==> src/logic/svlr_pkg.sv <==
// Purpose: Shared constants and types of the serial video link receiver output block.
// Assumes: 10 MHz mclk; one forward symbol per link clock period.
// Notes: Register offsets and field positions are byte-wide control registers.
package svlr_pkg;
  // Clocking
  localparam int MCLK_HZ = 10_000_000;
  localparam int BACK_RATE_BPS = 10_000_000;
  localparam int BACK_BIT_CYC = MCLK_HZ / BACK_RATE_BPS;
  // Stream-stop timeout: no rising link clock edge for this long means the stream stopped
  localparam int STOP_TIME_NS = 4000;
  localparam int STOP_CYC = STOP_TIME_NS * (MCLK_HZ / 1_000_000) / 1000;

  // Register offsets
  localparam logic [7:0] REG_GEN_CFG = 8'h02;
  localparam logic [7:0] REG_CABLE = 8'h1c;
  localparam logic [7:0] REG_SPREAD = 8'h2c;
  localparam logic [7:0] REG_ERRCNT = 8'h41;
  // General configuration fields
  localparam int GEN_FILT_BIT = 0;
  localparam int GEN_EDGE_BIT = 1;
  localparam int GEN_LF_BIT = 2;
  localparam int GEN_LEGACY_BIT = 3;
  localparam int GEN_OSC_EN_BIT = 5;
  localparam int GEN_OSC_SEL_LSB = 6;
  localparam logic [7:0] GEN_CFG_RST = 8'h03;
  // Spread configuration fields
  localparam int SPREAD_EN_BIT = 3;
  localparam logic [7:0] SPREAD_CFG_RST = 8'h00;
  // Status fields
  localparam int CABLE_OK_BIT = 0;
  localparam int CABLE_LOCK_BIT = 1;

  // Symbol layout, 35-bit normal and 28-bit legacy
  localparam int SYM_W = 35;
  localparam int PIX_W = 24;
  localparam int SYM_CLK1_BIT = 34;
  localparam int SYM_CLK0_BIT = 0;
  localparam int SYM_PIX_LSB = 10;
  localparam int SYM_AV_BIT = 9;
  localparam int SYM_LS_BIT = 8;
  localparam int SYM_FS_BIT = 7;
  localparam int LEG_CLK_BIT = 27;
  localparam int LEG_PIX_LSB = 3;
  localparam int LEG_AV_BIT = 2;
  localparam int LEG_LS_BIT = 1;
  localparam int LEG_FS_BIT = 0;

  // Counts
  localparam logic [4:0] ERR_MAX = 5'h1f;
  localparam logic [1:0] FILT_MIN_SYMS = 2'h3;
  localparam logic [2:0] LOCK_SYMS = 3'h4;
  localparam int OSC_HALF_UNIT = 4;
  localparam int BACK_FRAME_W = 8;
  // Modulation period in symbols for each range and setting half
  localparam logic [11:0] FMOD_DIV_HF_LO = 12'd2168;
  localparam logic [11:0] FMOD_DIV_HF_HI = 12'd1300;
  localparam logic [11:0] FMOD_DIV_LF_LO = 12'd628;
  localparam logic [11:0] FMOD_DIV_LF_HI = 12'd388;
  // Output clock delay line; taps below SSC_BASE_TAP give the data time to settle
  localparam int SSC_TAPS = 6;
  localparam int SSC_BASE_TAP = 2;

  typedef enum logic [1:0] {ST_DOWN, ST_ACQUIRE, ST_LOCKED, ST_SLEEP} svlr_lstate_e;

  typedef struct packed {
    logic [7:0] red;
    logic [7:0] green;
    logic [7:0] blue;
    logic activeVideo;
    logic lineSync;
    logic frameSync;
  } svlr_pix_s;
endpackage

==> src/logic/svlr_sync3.sv <==
// Purpose: Three-flop synchroniser for inputs from outside the mclk domain.
// Assumes: A change is taken once the second and third stages agree.
// Notes: The first stage feeds only the second.
`timescale 1ns/1ps
`default_nettype none
module svlr_sync3 #(
  parameter int WIDTH = 1
) (
  input wire logic mclk,
  input wire logic sys_rst,
  input wire logic [WIDTH-1:0] din,
  output logic [WIDTH-1:0] dout
);
  typedef struct packed {
    logic [WIDTH-1:0] s1;
    logic [WIDTH-1:0] s2;
    logic [WIDTH-1:0] s3;
    logic [WIDTH-1:0] q;
  } svlr_sync_s;

  svlr_sync_s st_ff;
  svlr_sync_s nxt_st;

  always_comb begin
    nxt_st = st_ff;
    nxt_st.s1 = din;
    nxt_st.s2 = st_ff.s1;
    nxt_st.s3 = st_ff.s2;
    for (int i = 0; i < WIDTH; i++) begin
      if (st_ff.s2[i] == st_ff.s3[i]) begin
        nxt_st.q[i] = st_ff.s3[i];
      end
    end
    if (sys_rst) begin
      nxt_st = '0;
    end
  end

  always_ff @(posedge mclk) begin
    st_ff <= nxt_st;
  end

  assign dout = st_ff.q;
endmodule
`default_nettype wire

==> src/logic/svlr_glitch_filt.sv <==
// Purpose: Per-symbol glitch filter for one video control signal.
// Assumes: stb marks one received symbol.
// Notes: With filtOn low every change passes at the next symbol.
`timescale 1ns/1ps
`default_nettype none
module svlr_glitch_filt
  import svlr_pkg::*;
(
  input wire logic mclk,
  input wire logic sys_rst,
  input wire logic stb,
  input wire logic filtOn,
  input wire logic din,
  output logic dout
);
  typedef struct packed {
    logic q;
    logic [1:0] cnt;
  } svlr_filt_s;

  svlr_filt_s st_ff;
  svlr_filt_s nxt_st;

  always_comb begin
    nxt_st = st_ff;
    if (stb) begin
      if (din == st_ff.q) begin
        nxt_st.cnt = 2'h0;
      end else if (filtOn && st_ff.cnt != FILT_MIN_SYMS - 2'h1) begin
        nxt_st.cnt = st_ff.cnt + 2'h1;
      end else begin
        nxt_st.q = din;
        nxt_st.cnt = 2'h0;
      end
    end
    if (sys_rst) begin
      nxt_st = '0;
    end
  end

  always_ff @(posedge mclk) begin
    st_ff <= nxt_st;
  end

  assign dout = st_ff.q;
endmodule
`default_nettype wire

==> src/logic/svlr_receiver.sv <==
// Purpose: Receive side of a serial video link: symbol deframing, lock, parallel pixel output.
// Assumes: Link clock and symbol word arrive on pins; symbol word changes on the link clock fall.
// Notes: Pixel rate in simulation is far below the mclk rate; spread and stagger are in mclk steps.
//
// How it works
// - Each link symbol carries 35 bits: pixel, syncs, control and audio.
// - Pixel clock 5 to 85 MHz recovered from the stream, no local reference.
// - Return channel sends control bit, CRC and four GPIO bits at 10 Mbps.
// - Legacy mode accepts 28-bit symbols from older serializers, 15 to 65 MHz.
// - Filter on, normal mode: active video and line sync pulses under 3 symbols rejected.
// - Filter off: no minimum pulse width; source still limits transitions.
// - Spread enabled by register modulates output clock and data together.
// - High range: settings give three depths at PCLK/2168 or PCLK/1300.
// - Low range: settings give three depths at PCLK/628 or PCLK/388.
// - Red, green and blue groups switch at staggered times.
// - Power-down input low disables the link and holds outputs quiet.
// - Stopped stream gives sleep, registers kept, relock on return.
// - Any cable fault clears the cable-detected status bit.
// - Link errors counted in five bits of the error count register.
// - Oscillator enable drives the output clock from an oscillator when stream lost.
// - Edge select high launches data on rising clock edge, low on falling.
// - Lock without training; embedded clock bits checked before each symbol is used.
// - After power-down release, lock is raised once valid symbols are recovered.
// - Low range setting takes effect only through a power-down.
`timescale 1ns/1ps
`default_nettype none
module svlr_receiver
  import svlr_pkg::*;
(
  input wire logic mclk,
  input wire logic sys_rst,
  input wire logic powerDownN,
  input wire logic linkClk,
  input wire logic [SYM_W-1:0] linkSym,
  input wire logic cableFault,
  input wire logic [3:0] gpioIn,
  input wire logic [7:0] regAddr,
  input wire logic regWe,
  input wire logic [7:0] regWrData,
  output logic [7:0] regRdData,
  output logic pixClkOut,
  output svlr_pix_s pixOut,
  output logic lockOut,
  output logic backTx
);
  typedef struct packed {
    svlr_lstate_e lstate;
    logic [7:0] genCfg;
    logic [7:0] spreadCfg;
    logic lfActive;
    logic clkPrev;
    logic [SYM_W-1:0] sym;
    logic symStb;
    logic [2:0] lockCnt;
    logic [5:0] idleCnt;
    logic [4:0] errCnt;
    svlr_pix_s stage;
    svlr_pix_s pix;
    logic [1:0] launchDly;
    logic [SSC_TAPS-1:0] clkDly;
    logic [11:0] modPhase;
    logic [1:0] sscOff;
    logic sscDown;
    logic oscClk;
    logic [4:0] oscCnt;
    logic pixClk;
    logic [BACK_FRAME_W-1:0] backSh;
    logic [2:0] backCnt;
    logic backBit;
    logic [7:0] rdData;
    logic lock;
  } svlr_core_s;

  svlr_core_s st_ff;
  svlr_core_s nxt_st;
  logic [2:0] ctlSync;
  logic [SYM_W-1:0] symSync;
  logic avFilt;
  logic lsFilt;
  logic pdn;
  logic clkS;
  logic clkRise;
  logic legacy;
  logic filtOn;
  logic avRaw;
  logic lsRaw;

  svlr_sync3 #(.WIDTH(3)) u_ctl_sync (
    .mclk(mclk),
    .sys_rst(sys_rst),
    .din({powerDownN, cableFault, linkClk}),
    .dout(ctlSync)
  );

  svlr_sync3 #(.WIDTH(SYM_W)) u_sym_sync (
    .mclk(mclk),
    .sys_rst(sys_rst),
    .din(linkSym),
    .dout(symSync)
  );

  assign pdn = ctlSync[2];
  assign clkS = ctlSync[0];
  assign clkRise = clkS & ~st_ff.clkPrev;
  assign legacy = st_ff.genCfg[GEN_LEGACY_BIT];
  // Filter applies to normal mode only
  assign filtOn = st_ff.genCfg[GEN_FILT_BIT] & ~legacy;
  assign avRaw = legacy ? symSync[LEG_AV_BIT] : symSync[SYM_AV_BIT];
  assign lsRaw = legacy ? symSync[LEG_LS_BIT] : symSync[SYM_LS_BIT];

  svlr_glitch_filt u_av_filt (
    .mclk(mclk),
    .sys_rst(sys_rst),
    .stb(clkRise),
    .filtOn(filtOn),
    .din(avRaw),
    .dout(avFilt)
  );

  svlr_glitch_filt u_ls_filt (
    .mclk(mclk),
    .sys_rst(sys_rst),
    .stb(clkRise),
    .filtOn(filtOn),
    .din(lsRaw),
    .dout(lsFilt)
  );

  // Symbols per offset step so one up-down sweep spans the modulation period
  function automatic logic [11:0] step_len(input logic [11:0] div, input logic [1:0] depth);
    logic [11:0] r;
    r = div >> 1;
    if (depth == 2'h2) begin
      r = div >> 2;
    end else if (depth == 2'h3) begin
      r = 12'(div / 12'd6);
    end
    return r;
  endfunction

  // Two-bit check over the return payload, polynomial x^2+x+1
  function automatic logic [1:0] crc2(input logic [4:0] d);
    logic [1:0] c;
    c = 2'h0;
    for (int i = 4; i >= 0; i--) begin
      c = {c[0] ^ d[i] ^ c[1], d[i] ^ c[1]};
    end
    return c;
  endfunction

  logic symValid;
  logic [11:0] modDiv;
  logic [1:0] sscDepth;
  logic [2:0] tap;
  logic clkTap;
  logic launch;
  logic [4:0] oscHalf;
  logic oscMode;

  always_comb begin
    nxt_st = st_ff;
    nxt_st.clkPrev = clkS;
    nxt_st.symStb = 1'b0;
    nxt_st.launchDly = {st_ff.launchDly[0], 1'b0};
    nxt_st.clkDly = {st_ff.clkDly[SSC_TAPS-2:0], clkS};

    symValid = legacy ? st_ff.sym[LEG_CLK_BIT]
                      : (st_ff.sym[SYM_CLK1_BIT] & ~st_ff.sym[SYM_CLK0_BIT]);

    // Register writes; a counter clear is applied before a same-cycle error below
    if (regWe) begin
      unique case (regAddr)
        REG_GEN_CFG: nxt_st.genCfg = regWrData;
        REG_SPREAD: nxt_st.spreadCfg = regWrData;
        REG_ERRCNT: nxt_st.errCnt = 5'h0;
        default: ;
      endcase
    end

    if (clkRise) begin
      nxt_st.sym = symSync;
      nxt_st.symStb = 1'b1;
      nxt_st.idleCnt = 6'h0;
    end else if (st_ff.idleCnt != 6'(STOP_CYC)) begin
      nxt_st.idleCnt = st_ff.idleCnt + 6'h1;
    end

    unique case (st_ff.lstate)
      ST_DOWN: begin
        if (pdn) begin
          nxt_st.lstate = ST_ACQUIRE;
        end
      end
      ST_ACQUIRE, ST_LOCKED: begin
        if (st_ff.idleCnt == 6'(STOP_CYC)) begin
          nxt_st.lstate = ST_SLEEP;
          nxt_st.lockCnt = 3'h0;
        end else if (st_ff.symStb && !symValid) begin
          // saturate at 31
          // Counts on from the cleared value, so a same-cycle clear leaves one
          if (nxt_st.errCnt != ERR_MAX) begin
            nxt_st.errCnt = nxt_st.errCnt + 5'h1;
          end else begin
            nxt_st.errCnt = ERR_MAX;
          end
          nxt_st.lockCnt = 3'h0;
          nxt_st.lstate = ST_ACQUIRE;
        end else if (st_ff.symStb && st_ff.lstate == ST_ACQUIRE) begin
          nxt_st.lockCnt = st_ff.lockCnt + 3'h1;
          if (st_ff.lockCnt == LOCK_SYMS - 3'h1) begin
            nxt_st.lstate = ST_LOCKED;
          end
        end
      end
      ST_SLEEP: begin
        if (clkRise) begin
          nxt_st.lstate = ST_ACQUIRE;
        end
      end
    endcase

    // Pixel word staged one cycle after the symbol, with filtered active video and line sync and raw frame sync
    if (st_ff.symStb && symValid) begin
      if (legacy) begin
        {nxt_st.stage.red, nxt_st.stage.green, nxt_st.stage.blue} =
          st_ff.sym[LEG_PIX_LSB +: PIX_W];
        nxt_st.stage.frameSync = st_ff.sym[LEG_FS_BIT];
      end else begin
        {nxt_st.stage.red, nxt_st.stage.green, nxt_st.stage.blue} =
          st_ff.sym[SYM_PIX_LSB +: PIX_W];
        nxt_st.stage.frameSync = st_ff.sym[SYM_FS_BIT];
      end
      nxt_st.stage.activeVideo = avFilt;
      nxt_st.stage.lineSync = lsFilt;
    end

    if (st_ff.lfActive) begin
      modDiv = st_ff.spreadCfg[2] ? FMOD_DIV_LF_HI : FMOD_DIV_LF_LO;
    end else begin
      modDiv = st_ff.spreadCfg[2] ? FMOD_DIV_HF_HI : FMOD_DIV_HF_LO;
    end
    // Deviation grows with the low setting bits; three taps is the deepest the
    // symbol period allows before a falling launch would overrun the next symbol
    sscDepth = (st_ff.spreadCfg[1:0] == 2'h0) ? 2'h1 :
               (st_ff.spreadCfg[1:0] == 2'h3) ? 2'h3 : 2'h2;
    if (!st_ff.spreadCfg[SPREAD_EN_BIT]) begin
      nxt_st.sscOff = 2'h0;
      nxt_st.sscDown = 1'b0;
      nxt_st.modPhase = 12'h0;
    end else if (st_ff.symStb) begin
      if (st_ff.modPhase >= step_len(modDiv, sscDepth) - 12'h1) begin
        nxt_st.modPhase = 12'h0;
        if (st_ff.sscDown) begin
          nxt_st.sscOff = st_ff.sscOff - 2'h1;
          nxt_st.sscDown = (st_ff.sscOff != 2'h1);
        end else begin
          nxt_st.sscOff = st_ff.sscOff + 2'h1;
          nxt_st.sscDown = (st_ff.sscOff + 2'h1 >= sscDepth);
        end
      end else begin
        nxt_st.modPhase = st_ff.modPhase + 12'h1;
      end
    end
    tap = 3'(SSC_BASE_TAP) + {1'b0, st_ff.sscOff};
    clkTap = st_ff.clkDly[tap];

    oscMode = st_ff.genCfg[GEN_OSC_EN_BIT] && st_ff.lstate != ST_LOCKED;
    oscHalf = 5'(OSC_HALF_UNIT) * ({3'h0, st_ff.genCfg[GEN_OSC_SEL_LSB +: 2]} + 5'h1);
    if (oscMode) begin
      if (st_ff.oscCnt >= oscHalf - 5'h1) begin
        nxt_st.oscCnt = 5'h0;
        nxt_st.oscClk = ~st_ff.oscClk;
      end else begin
        nxt_st.oscCnt = st_ff.oscCnt + 5'h1;
      end
    end else begin
      nxt_st.oscCnt = 5'h0;
      nxt_st.oscClk = 1'b0;
    end

    if (st_ff.lstate == ST_LOCKED) begin
      nxt_st.pixClk = clkTap;
    end else begin
      nxt_st.pixClk = oscMode & st_ff.oscClk;
    end

    launch = (st_ff.lstate == ST_LOCKED) &&
             (st_ff.genCfg[GEN_EDGE_BIT] ? (clkTap & ~st_ff.pixClk)
                                         : (~clkTap & st_ff.pixClk));
    if (launch) begin
      nxt_st.pix.red = st_ff.stage.red;
      nxt_st.pix.activeVideo = st_ff.stage.activeVideo;
      nxt_st.pix.lineSync = st_ff.stage.lineSync;
      nxt_st.pix.frameSync = st_ff.stage.frameSync;
      nxt_st.launchDly[0] = 1'b1;
    end
    if (st_ff.launchDly[0]) begin
      nxt_st.pix.green = st_ff.stage.green;
    end
    if (st_ff.launchDly[1]) begin
      nxt_st.pix.blue = st_ff.stage.blue;
    end
    // Data low whenever there is no lock, including oscillator mode
    if (st_ff.lstate != ST_LOCKED) begin
      nxt_st.pix = '0;
    end

    if (st_ff.symStb && st_ff.lstate != ST_DOWN) begin
      nxt_st.backSh = {1'b1, gpioIn, ~ctlSync[1],
                       crc2({gpioIn, ~ctlSync[1]})};
      nxt_st.backCnt = 3'(BACK_FRAME_W - 1);
      nxt_st.backBit = 1'b0;
    end else if (st_ff.backCnt != 3'h0 || st_ff.backSh != '0) begin
      nxt_st.backBit = st_ff.backSh[BACK_FRAME_W-1];
      nxt_st.backSh = {st_ff.backSh[BACK_FRAME_W-2:0], 1'b0};
      nxt_st.backCnt = (st_ff.backCnt != 3'h0) ? st_ff.backCnt - 3'h1 : 3'h0;
    end else begin
      nxt_st.backBit = 1'b0;
    end

    unique case (regAddr)
      REG_GEN_CFG: nxt_st.rdData = st_ff.genCfg;
      REG_CABLE: nxt_st.rdData = {6'h0, st_ff.lstate == ST_LOCKED, ~ctlSync[1]};
      REG_SPREAD: nxt_st.rdData = st_ff.spreadCfg;
      REG_ERRCNT: nxt_st.rdData = {3'h0, st_ff.errCnt};
      default: nxt_st.rdData = 8'h00;
    endcase

    if (!pdn) begin
      nxt_st.lstate = ST_DOWN;
      nxt_st.lockCnt = 3'h0;
      nxt_st.errCnt = 5'h0;
      nxt_st.pix = '0;
      nxt_st.pixClk = 1'b0;
      nxt_st.launchDly = 2'h0;
      nxt_st.backSh = '0;
      nxt_st.backCnt = 3'h0;
      nxt_st.backBit = 1'b0;
      nxt_st.lfActive = st_ff.genCfg[GEN_LF_BIT];
    end
    nxt_st.lock = (nxt_st.lstate == ST_LOCKED);

    if (sys_rst) begin
      nxt_st = '0;
      nxt_st.genCfg = GEN_CFG_RST;
      nxt_st.spreadCfg = SPREAD_CFG_RST;
    end
  end

  always_ff @(posedge mclk) begin
    st_ff <= nxt_st;
  end

  assign regRdData = st_ff.rdData;
  assign pixClkOut = st_ff.pixClk;
  assign pixOut = st_ff.pix;
  assign lockOut = st_ff.lock;
  assign backTx = st_ff.backBit;
endmodule
`default_nettype wire

==> config.mk <==
export PLATFORM = sky130hd
export DESIGN_NAME = svlr_receiver
export DESIGN_NICKNAME = d
export VERILOG_FILES = /design/src/logic/svlr_pkg.sv /design/src/logic/svlr_sync3.sv /design/src/logic/svlr_glitch_filt.sv /design/src/logic/svlr_receiver.sv
export SDC_FILE = /design/constraint.sdc
export NUM_CORES = 1
export LEC_CHECK = 0
export ABC_CLOCK_PERIOD_IN_PS = 4400
export BUFFER_PORTS_ARGS = -buffer_cell sky130_fd_sc_hd__buf_4
export CORE_MARGIN = 2
export CORE_UTILIZATION = 59
export DETAILED_ROUTE_END_ITERATION = 6
export PLACE_DENSITY = 0.82
export SLEW_MARGIN = 5
export SYNTH_ARGS = -nofsm -noshare
export SYNTH_HDL_FRONTEND = slang
export SYNTH_SLANG_ARGS = --single-unit
==> constraint.sdc <==
create_clock -name mclk -period 4.4 [get_ports mclk]
set_clock_uncertainty 0.1 [all_clocks]
set_input_delay 0.44 -clock mclk [delete_from_list [all_inputs] [get_ports mclk]]
set_output_delay 0.44 -clock mclk [all_outputs]
set_load 0.1 [all_outputs]
== After elaboration in Yosys (flattened, before gate mapping) ==
Index checks and enable logic that the tools add are counted.
W data, S select, Z words.
Storage, ports and cells
  register bits after elaboration: 333
  output and inout bits: 38
  word-level logic and storage cells: 271
Operators by class
  $add $sub $neg: 14
  divide/modulo/power cells: 1
  magnitude comparators: 4
  equal/unequal tests: 59
  multiplexer cells: 47
  bitwise operators: 32
  reduce and logical (&&, ||, !) cells: 31
Operators with widths (number)
  $mux W12: 8
  $eq A1 B1 Y1: 40
  $pmux W8 S4: 1
  $mux W5: 6
  $mux W24: 1
  $mux W2: 11
  $mux W3: 5
  $not A1 Y1: 15
  $add A12 B1 Y12 const B: 1
  $div A12 B3 Y12 const B: 1
  $eq A2 B2 Y1 const B: 6
  $ge A12 B12 Y1: 1
  $sub A12 B1 Y12 const B: 1
  $mux W1: 11
  $mux W11: 1
  $xor A1 B1 Y1: 11
  $add A5 B1 Y5 const B: 2
  $mux W10: 1
  $reduce_or A2 Y1: 5
  $eq A8 B2 Y1 const B: 1
  $eq A8 B5 Y1 const B: 1
  $eq A8 B6 Y1 const B: 1
  $eq A8 B7 Y1 const B: 1
  $logic_and A1 B1 Y1: 8
  other kinds (31): 48

== Depth between registers and ports, before layout ==
Gate-level depths: netlist of run 1.
  depth after elaboration: 11
  depth in mapped cells: 15

== By module ==
Synthesis of run 1 repeated with hierarchy kept, for this count alone.
Unflattened totals
  cell total of the unflattened synthesis: 1271
  area, all modules: 12530.8 µm²
Modules (own cells, without submodules)
  svlr_receiver: instances 1, cells an instance 803, area an instance 7526.0 µm², sequential area each 3383.2 µm²
  svlr_sync3 (u_sym_sync): instances 1, cells an instance 400, area an instance 4304.1 µm², sequential area each 2802.7 µm²
  svlr_sync3 (u_ctl_sync): instances 1, cells an instance 34, area an instance 410.4 µm², sequential area each 240.2 µm²
  svlr_glitch_filt: instances 2, cells an instance 17, area an instance 145.1 µm², sequential area each 60.1 µm²

== Worst setup path before layout of run 1 ==
OpenSTA, ideal clock, no wires.
  kind: register to register
  start point: register st_ff[156] (netlist name)
  end point: register st_ff[28] (netlist name)
  library setup time: 0.117 ns
  arrival time: 3.188 ns
  data required time: 4.183 ns
  slack: 0.995 ns
  cell stages (with the launch flop): 15
  buffers on the path: 1
  path through: dfxtp_1 -> clkbuf_1 -> nand2_1 -> inv_1 -> ha_1 -> o221ai_1 -> nor2_1 -> o21ai_0 -> a21oi_1 -> ha_1 -> and3_1 -> o311a_1 -> a311oi_2 -> nor2_1 -> a32o_1
Between the ends
  cells in the longest elaborated chain, start to end: 9
Ends and longest elaborated chain
  start: declaration: line svlr_receiver.sv:74  | svlr_core_s st_ff;
  start signal: assignment: line svlr_receiver.sv:351  | st_ff <= nxt_st;
  $mux W12 (*): line svlr_receiver.sv:237  | if (st_ff.lfActive) begin
  $div A12 B3 Y12: line svlr_receiver.sv:136  | r = 12'(div / 12'd6);
  $mux W12: line svlr_receiver.sv:135  | end else if (depth == 2'h3) begin
  $mux W12 (*): line svlr_receiver.sv:133  | if (depth == 2'h2) begin
  $mux W12 (*): line svlr_receiver.sv:250  | end else if (st_ff.symStb) begin
  $mux W12 (*): line svlr_receiver.sv:246  | if (!st_ff.spreadCfg[SPREAD_EN_BIT]) begin
  $sub A12 B1 Y12 (*): line svlr_receiver.sv:251  | if (st_ff.modPhase >= step_len(modDiv, sscDepth) - 12'h1) begin
  $ge A12 B12 Y1 (*): line svlr_receiver.sv:251
  $reduce_and A2 Y1 (no line) (*)
Mark *: on every way between the ends. The rest lies on a longest branch, timed or not. The select of a mux whose other input is x is not followed.
A chain may end at the register's enable or synchronous reset.

== Worst setup path after layout of run 1 ==
  start point: register st_ff[159] (netlist name)
  end point: register st_ff[37] (netlist name)
Between the ends
  cells in the longest elaborated chain, start to end: 10
  elaborated cells between the ends (all ways): 11
Ends and longest elaborated chain (line)
  $mux W12 / $mux W10 (equally long branches): svlr_receiver.sv:240, svlr_receiver.sv:238
  $mux W12 (*): svlr_receiver.sv:237
  $div A12 B3 Y12: svlr_receiver.sv:136
  $mux W12: svlr_receiver.sv:135
  $mux W12 (*): svlr_receiver.sv:133
  $mux W12 (*): svlr_receiver.sv:250
  $mux W12 (*): svlr_receiver.sv:246
  $sub A12 B1 Y12 (*): svlr_receiver.sv:251
  $ge A12 B12 Y1 (*): svlr_receiver.sv:251
  $mux W12 (*): svlr_receiver.sv:251
Marks and branches as above.

==> results of run 1 <==
cell families (layout without fill, tap and decap cells):
logic type,after synthesis,count (layout),share of synthesized area
other,1,1,0.000302
muxes,63,63,0.0522
DFF,330,330,0.531
and+or+nand+nor,493,493,0.194
adders and majority gates,37,37,0.0372
AOI/OAI and AO/OA,239,239,0.115
xor gates and xnor gates,26,26,0.0183
buffers and inverters,129,224,0.0515
cell type report:
cell class | count | area, um^2
clock buffer | 44 | 895
clock inverter | 14 | 213
fill | 1500 | 6310
inverter | 27 | 101
multi-input combinational | 859 | 5200
sequential | 330 | 6610
tap | 275 | 344
timing repair buffer | 139 | 1150
metal layers:
metal	wire, um	vias up	GRT usage
li1	-	4553	-
met1	11300	4243	0.305
met2	11600	218	0.358
met3	1190	39	0.0327
met4	474	0	0.0595
met5	0	-	0
final timing paths:
| check | startpoint | to | slack (ns) | depth (start not counted) |
|---|---|---|---|---|
| min reg2reg | u_ctl_sync.st_ff[10]$_SDFF_PP0_ | u_ctl_sync.st_ff[7]$_SDFF_PP0_ | 0.33 | 1 |
| max | st_ff[159]$_SDFFE_PP0P_ | st_ff[37]$_SDFFE_PP0P_ | 0.32 | 13 |
| max reg2reg | st_ff[159]$_SDFFE_PP0P_ | st_ff[37]$_SDFFE_PP0P_ | 0.32 | 13 |
| min | linkSym[20] | u_sym_sync.st_ff[125]$_SDFF_PP0_ | 0.02 | 2 |
sequential cells by signal (all words and copies together) (netlist names):
name,count
u_ls_filt.dout,1
st_ff,133
u_ctl_sync.st_ff,9
pixOut,27
regRdData,8
u_ls_filt.st_ff,2
u_av_filt.dout,1
u_sym_sync.dout,35
u_av_filt.st_ff,2
u_ctl_sync.dout,3
lockOut,1
legacy,1
u_sym_sync.st_ff,105
pixClkOut,1
backTx,1
metrics by stage:
step / area (um^2) / power [uW]
2_1_floorplan: 12400 / 3190
3_3_place_gp: 13000 / 3250
3_5_place_dp: 13000 / 3250
4_1_cts: 14500 / 6080
5_1_grt: 14500 / 6230
6_report: 14500 / 6040
worst register-to-register path, delay by kind of cell (launching register included):
family          cells  cell delay (ns)
compound gates      4             1.38
fa+ha+maj           2             0.45
buf+inv             1             0.19
flops               1             0.65
mux                 1             0.24
simple gates        5             0.98
layout by cell type (no fill, tap or decap), types with 3 or more instances in the layout:
cell type      netlist  layout
clkbuf_16            0      31
mux2i_1             60      60
o21ai_0             50      50
nor2b_1            126     125
a32o_1               4       4
and3_1              10      10
a22oi_1             10      10
dlygate4sd3_1        0      35
o31ai_1              4       4
nand2_1            150     150
a21o_1               4       4
clkbuf_1            50       6
and2_1               7       7
and4b_1              3       3
nor4bb_1             4       4
a211o_1              4       4
a211oi_1            31      31
a41oi_1              3       3
inv_1               26      26
nand3_1             35      35
a31oi_1              3       3
clkinv_2             0       7
nor4_1               3       3
ha_1                37      37
xnor2_1             14      14
clkbuf_8             0       7
nand4b_1             3       3
nand4_1              4       4
bufinv_16            0       5
dfxtp_1            330     330
nor2_1             118     118
nand2b_1             8       8
nor3_1              11      11
xor2_1              12      12
buf_4               35     102
a21oi_1            111     111
power groups by stage:
stage          Combinational [uW]  Clock [uW]  Sequential [uW]
3_5_place_dp                  134           0             3120
5_1_grt                       177        3000             3060
6_report                      160        2820             3050
4_1_cts                       160        2860             3050
3_3_place_gp                  131           0             3120
2_1_floorplan                78.5           0             3110
timing repair:
action / in CTS / in global routing
setup endpoints to repair: 0 / 9
hold endpoints to repair: 35 / 0
resized for setup: 0 / 1
hold buffers: 35 / 0
==> impl_metrics.json, run 1 <==
{
  "outcome": "complete, no violations",
  "synth-seq-cells": 330,
  "p_leak_uw": 0.00541,
  "clk_latency_ns": 0.56,
  "maxCapViolCount": 0,
  "final_nets": 1486,
  "max_freq_ghz": 0.245,
  "tightest_slew_ns": 0.880,
  "critPathMaxStageDelay_ns": 0.65,
  "worst_slack_ns": 0.324,
  "area_delta_synth_final_pct": 16.7,
  "cp-start-kind": "register",
  "grt_max_degree": 178,
  "critPathCaptureType": "register",
  "path_clk_slew_ns": 0.06,
  "seq_area_frac_synth": 0.531,
  "wl_per_cell_um": 14.5,
  "place.gp.congestion": 0.853,
  "cts_htree_levels": 1,
  "syn_inst": 1318,
  "worstPathRequired_ns": 4.78,
  "grt_pass1_wl_mm": 40.4,
  "vias": 9053,
  "postCtsSetupBuffers": 0,
  "die_area_mm2": 0.0222,
  "crit_path_max_fanout": 16,
  "p_switching_uw": 1200,
  "setup_tns_ns": 0,
  "avgSynthCellArea_um2": 9.43,
  "chipHeight_um": 149,
  "drcViolationCount": 0,
  "drv_slew": 0,
  "fin_crit_ns": 4.08,
  "numCtsBuffers": 31,
  "grtUsageTotal": 0.219,
  "core_area_mm2": 0.0208,
  "async_flop_share": 0,
  "clkSinkCount": 330,
  "swShare": 0.199,
  "cts_max_path_buffers": 3,
  "period_share": 0.926,
  "io_pins": 99,
  "hold_violations": 0,
  "ir_drop_uv": 321,
  "firstDrtPassIters": 6,
  "synthTopCellsByArea": "dfxtp_1, nor2b_1, mux2i_1",
  "preCtsSetupSlack_ns": 0.276,
  "crit_chain": "nand2_1 > inv_1 > ha_1 > o221ai_1 > nor2_1 > mux2_2 > nand2_1 > ha_1 > nor4_1 > o21ai_0 > a311oi_4 > o21ai_1 > nor2_1",
  "grt_antenna_before_repair": 0,
  "syn_nets": 1416,
  "layout-drive-gt1-share": 0.118,
  "drt_iter0_drc": 630,
  "n_antenna_cell": 0,
  "synthesis.area_mm2": 0.0124,
  "die_w_um": 149,
  "rsz0062_at_grt": "false",
  "fp-row-count": 53,
  "critical-path-slowest-cell": "dfxtp_1",
  "p_int_uw": 4830,
  "dp_cells": 1595,
  "root_buffer": "clkbuf_16",
  "routed_via_density": 5.36,
  "critical-path-top-delay-family": "compound AO/OA/AOI/OAI gates",
  "critPathBufInv": 1,
  "numPortBuffers": 98,
  "cp_data_arrival_time_ns": 4.46,
  "worst-setup-path-type": "register to register",
  "grt_overflow_total": 0,
  "synth.largest_area_cell": "dfxtp_1",
  "antenna_left": 0,
  "cts_tree": "built",
  "grt_pass1_vias": 8457,
  "initial_core_util": 0.597,
  "final_cells": 1688,
  "ys_warn_count": 0,
  "synth-main-ff-cell": "dfxtp_1",
  "setup_viol": 0,
  "synth.distinct_cells": 59,
  "whs_ns": 0.0210,
  "combPwrFrac": 0.027,
  "pwr-share-seq": 0.506,
  "routed_wl_mm": 24.5,
  "synth_edf_count": 0,
  "synth_most_common_cell": "dfxtp_1",
  "relSlewSlack": 0.412,
  "powerDensity_mw_per_mm2": 416,
  "pwr-share-clk": 0.467,
  "dpl.hpwl_mm": 16.0,
  "synth_top_area_frac": 0.531,
  "post-route-util": 0.697,
  "synth_common_cells": "dfxtp_1, nand2_1, nor2b_1",
  "holdCritPathClass": "input port to register"
}
Power figures use the tool's default switching activity.
==> inputs of run 2 (changes only) <==
SYNTH_HIERARCHICAL = 1   (was unset)
==> impl_metrics.json, run 2 <==
{
  "outcome": "complete, no violations",
  "numPortBuffers": 98,
  "area_delta_synth_final_pct": 11.2,
  "worstPathRequired_ns": 4.74,
  "relSlewSlack": 0.200,
  "yosys.area_share.adder": 0.0349,
  "final_area_mm2": 0.0139,
  "layout-drive-gt1-share": 0.142,
  "synthTopCellsByArea": "dfxtp_1, nor2b_1, buf_4",
  "cp_data_arrival_time_ns": 4.03,
  "crit_chain": "and2_1 > inv_1 > ha_1 > o2111a_1 > nor2b_1 > o31ai_1 > o21ai_0 > ha_1 > a21oi_1 > o21ai_0 > a22o_1 > a31o_2 > or2_1 > nor2_1",
  "crit_path_max_fanout": 15,
  "cts_htree_levels": 2,
  "ir_drop_uv": 318,
  "io_pins": 99,
  "synth_compound_area_frac": 0.121,
  "grtUsageTotal": 0.204,
  "n_antenna_cell": 0,
  "avgSynthCellArea_um2": 9.86,
  "chipHeight_um": 150,
  "powerDensity_mw_per_mm2": 427,
  "synth_top_area_frac": 0.522,
  "synth_common_cells": "dfxtp_1, nor2_1, nor2b_1",
  "cp-start-kind": "register",
  "holdCritPathClass": "input port to register",
  "async_flop_share": 0,
  "synth_edf_count": 0,
  "firstDrtPassIters": 5,
  "drv_slew": 0,
  "routed_wl_mm": 23.0,
  "place.gp.congestion": 0.820,
  "critical-path-slowest-cell": "dfxtp_1",
  "die_w_um": 150,
  "largest_reg_flops": 130,
  "critPathMaxStageDelay_ns": 0.61,
  "postCtsSetupBuffers": 0,
  "dp_cells": 1517,
  "setup_tns_ns": 0,
  "setup_viol": 0,
  "period_share": 0.839,
  "final_nets": 1374,
  "hold_violations": 0,
  "cts_resized": 0,
  "worst-setup-path-type": "register to register",
  "synth-main-ff-cell": "dfxtp_1",
  "final_cells": 1578,
  "grt_overflow_total": 0,
  "synth_top_family_by_area": "simple AND/OR/NAND/NOR gates",
  "drcViolationCount": 0,
  "max_freq_ghz": 0.271,
  "synthMuxAreaShare": 0.0524,
  "synth.distinct_cells": 71,
  "clkSinkCount": 327,
  "max_flop_register": "st_ff",
  "critPathCaptureType": "register",
  "routed_via_density": 5.35,
  "synth-seq-cells": 327,
  "synth_most_common_cell": "dfxtp_1",
  "die_area_mm2": 0.0224,
  "ys_warn_count": 6,
  "syn_inst": 1271,
  "cts_max_path_buffers": 3,
  "cts_tree": "built",
  "initial_core_util": 0.598,
  "core_area_mm2": 0.0210,
  "synth.largest_area_cell": "dfxtp_1",
  "syn_nets": 1367,
  "p_leak_uw": 0.00527,
  "path_clk_slew_ns": 0.06,
  "grt_max_degree": 156,
  "root_buffer": "clkbuf_16",
  "dpl.hpwl_mm": 15.4,
  "numCtsBuffers": 34,
  "grt_antenna_before_repair": 0,
  "placed_cell_area_mm2": 0.0128,
  "grt_pass1_wl_mm": 37.6,
  "vias": 8437,
  "grt_pass1_vias": 7698,
  "final_common_cell": "dfxtp_1",
  "cts_hold_buf": 0,
  "tightest_slew_ns": 1.20,
  "fin_crit_ns": 3.69,
  "yosys.area_share.xor_xnor": 0.0189,
  "antenna_left": 0,
  "drt_iter0_drc": 538,
  "synthesis.area_mm2": 0.0125,
  "r2r_slack_ns": 0.71,
  "yosys.area_share.simple": 0.175,
  "seq_area_frac_synth": 0.522,
  "clk_latency_ns": 0.52,
  "fillers": 1624,
  "final_cell_mix": "dfxtp_1, nor2b_1, nor2_1",
  "wl_per_cell_um": 14.6,
  "maxCapViolCount": 0,
  "fp-row-count": 53,
  "rsz0062_at_grt": "false"
}
-- run 2: cell count changes after synthesis, sizes merged, moves of 6 or more --
| cell | before | now |
|---|---|---|
| a21oi | 112 | 80 |
| a22o | 0 | 34 |
| buf | 52 | 100 |
| clkbuf | 50 | 31 |
| nand2 | 150 | 90 |
| nand3 | 35 | 27 |
| nor3 | 11 | 5 |
-- run 2: final timing paths --
| kind | from | to | cells after the start |
|---|---|---|---|
| setup / recovery | st_ff[159]$_SDFFE_PP0P_ | st_ff[38]$_SDFFE_PP0P_ | 14 |
| hold / removal | linkSym[9] | u_sym_sync/st_ff[114]$_SDFF_PP0_ | 2 |
| setup reg to reg | st_ff[159]$_SDFFE_PP0P_ | st_ff[38]$_SDFFE_PP0P_ | 14 |
| hold reg to reg | u_sym_sync/st_ff[124]$_SDFF_PP0_ | u_sym_sync/st_ff[89]$_SDFF_PP0_ | 1 |
-- run 2: through the flow --
stage / utilization / total power, uW / hold slack (ns) / setup slack [ns]
floorplan: - / 3180 / 0.314 / 1.13
global placement: 0.612 / 3230 / 0.318 / 0.887
detailed placement: 0.612 / 3230 / 0.320 / 0.770
CTS: 0.665 / 6010 / 0.00835 / 0.735
global route: 0.665 / 6150 / 0.0185 / 0.366
finish: 0.665 / 5950 / 0.0270 / 0.707
-- run 2: metal layers --
layer  wire, um  track usage
met5          0            0
met4        385       0.0627
met1      11500        0.298
met2      10200        0.316
met3        942       0.0290
-- run 2: report_power, final --
part	switching, uW	total (uW)	internal [uW]	leakage, uW
Sequential	20.3	3030	3010	0.00265
Clock	1120	2780	1660	0.000533
Combinational	70.8	143	71.8	0.00208
Total	1210	5950	4740	0.00527
-- run 2: final cells by class --
type | instances | area [um^2] | area share
multi-input cells | 790 | 5060 | 0.363
inverters | 23 | 86.3 | 0.00620
clock buffers | 53 | 972 | 0.0698
repair buffers | 102 | 782 | 0.0561
flip-flops and latches | 327 | 6550 | 0.470
well taps | 275 | 344 | 0.0247
clock inverters | 8 | 140 | 0.0101
-- run 2: cell families (layout without fill, tap and decap cells) --
group           after synthesis  in the layout
flops                       327            327
compound gates              236            236
fa+ha+maj                    35             35
xor+xnor                     27             27
other cells                   1              1
buf+inv                     154            186
mux                          64             64
simple gates                427            427
-- run 2: worst max-delay path, delay by kind of cell, from the launching register on --
family	cells	cell delay [ns]
compound gates	7	1.40
fa+ha+maj	2	0.53
buf+inv	1	0.14
flops	1	0.61
simple gates	4	0.84
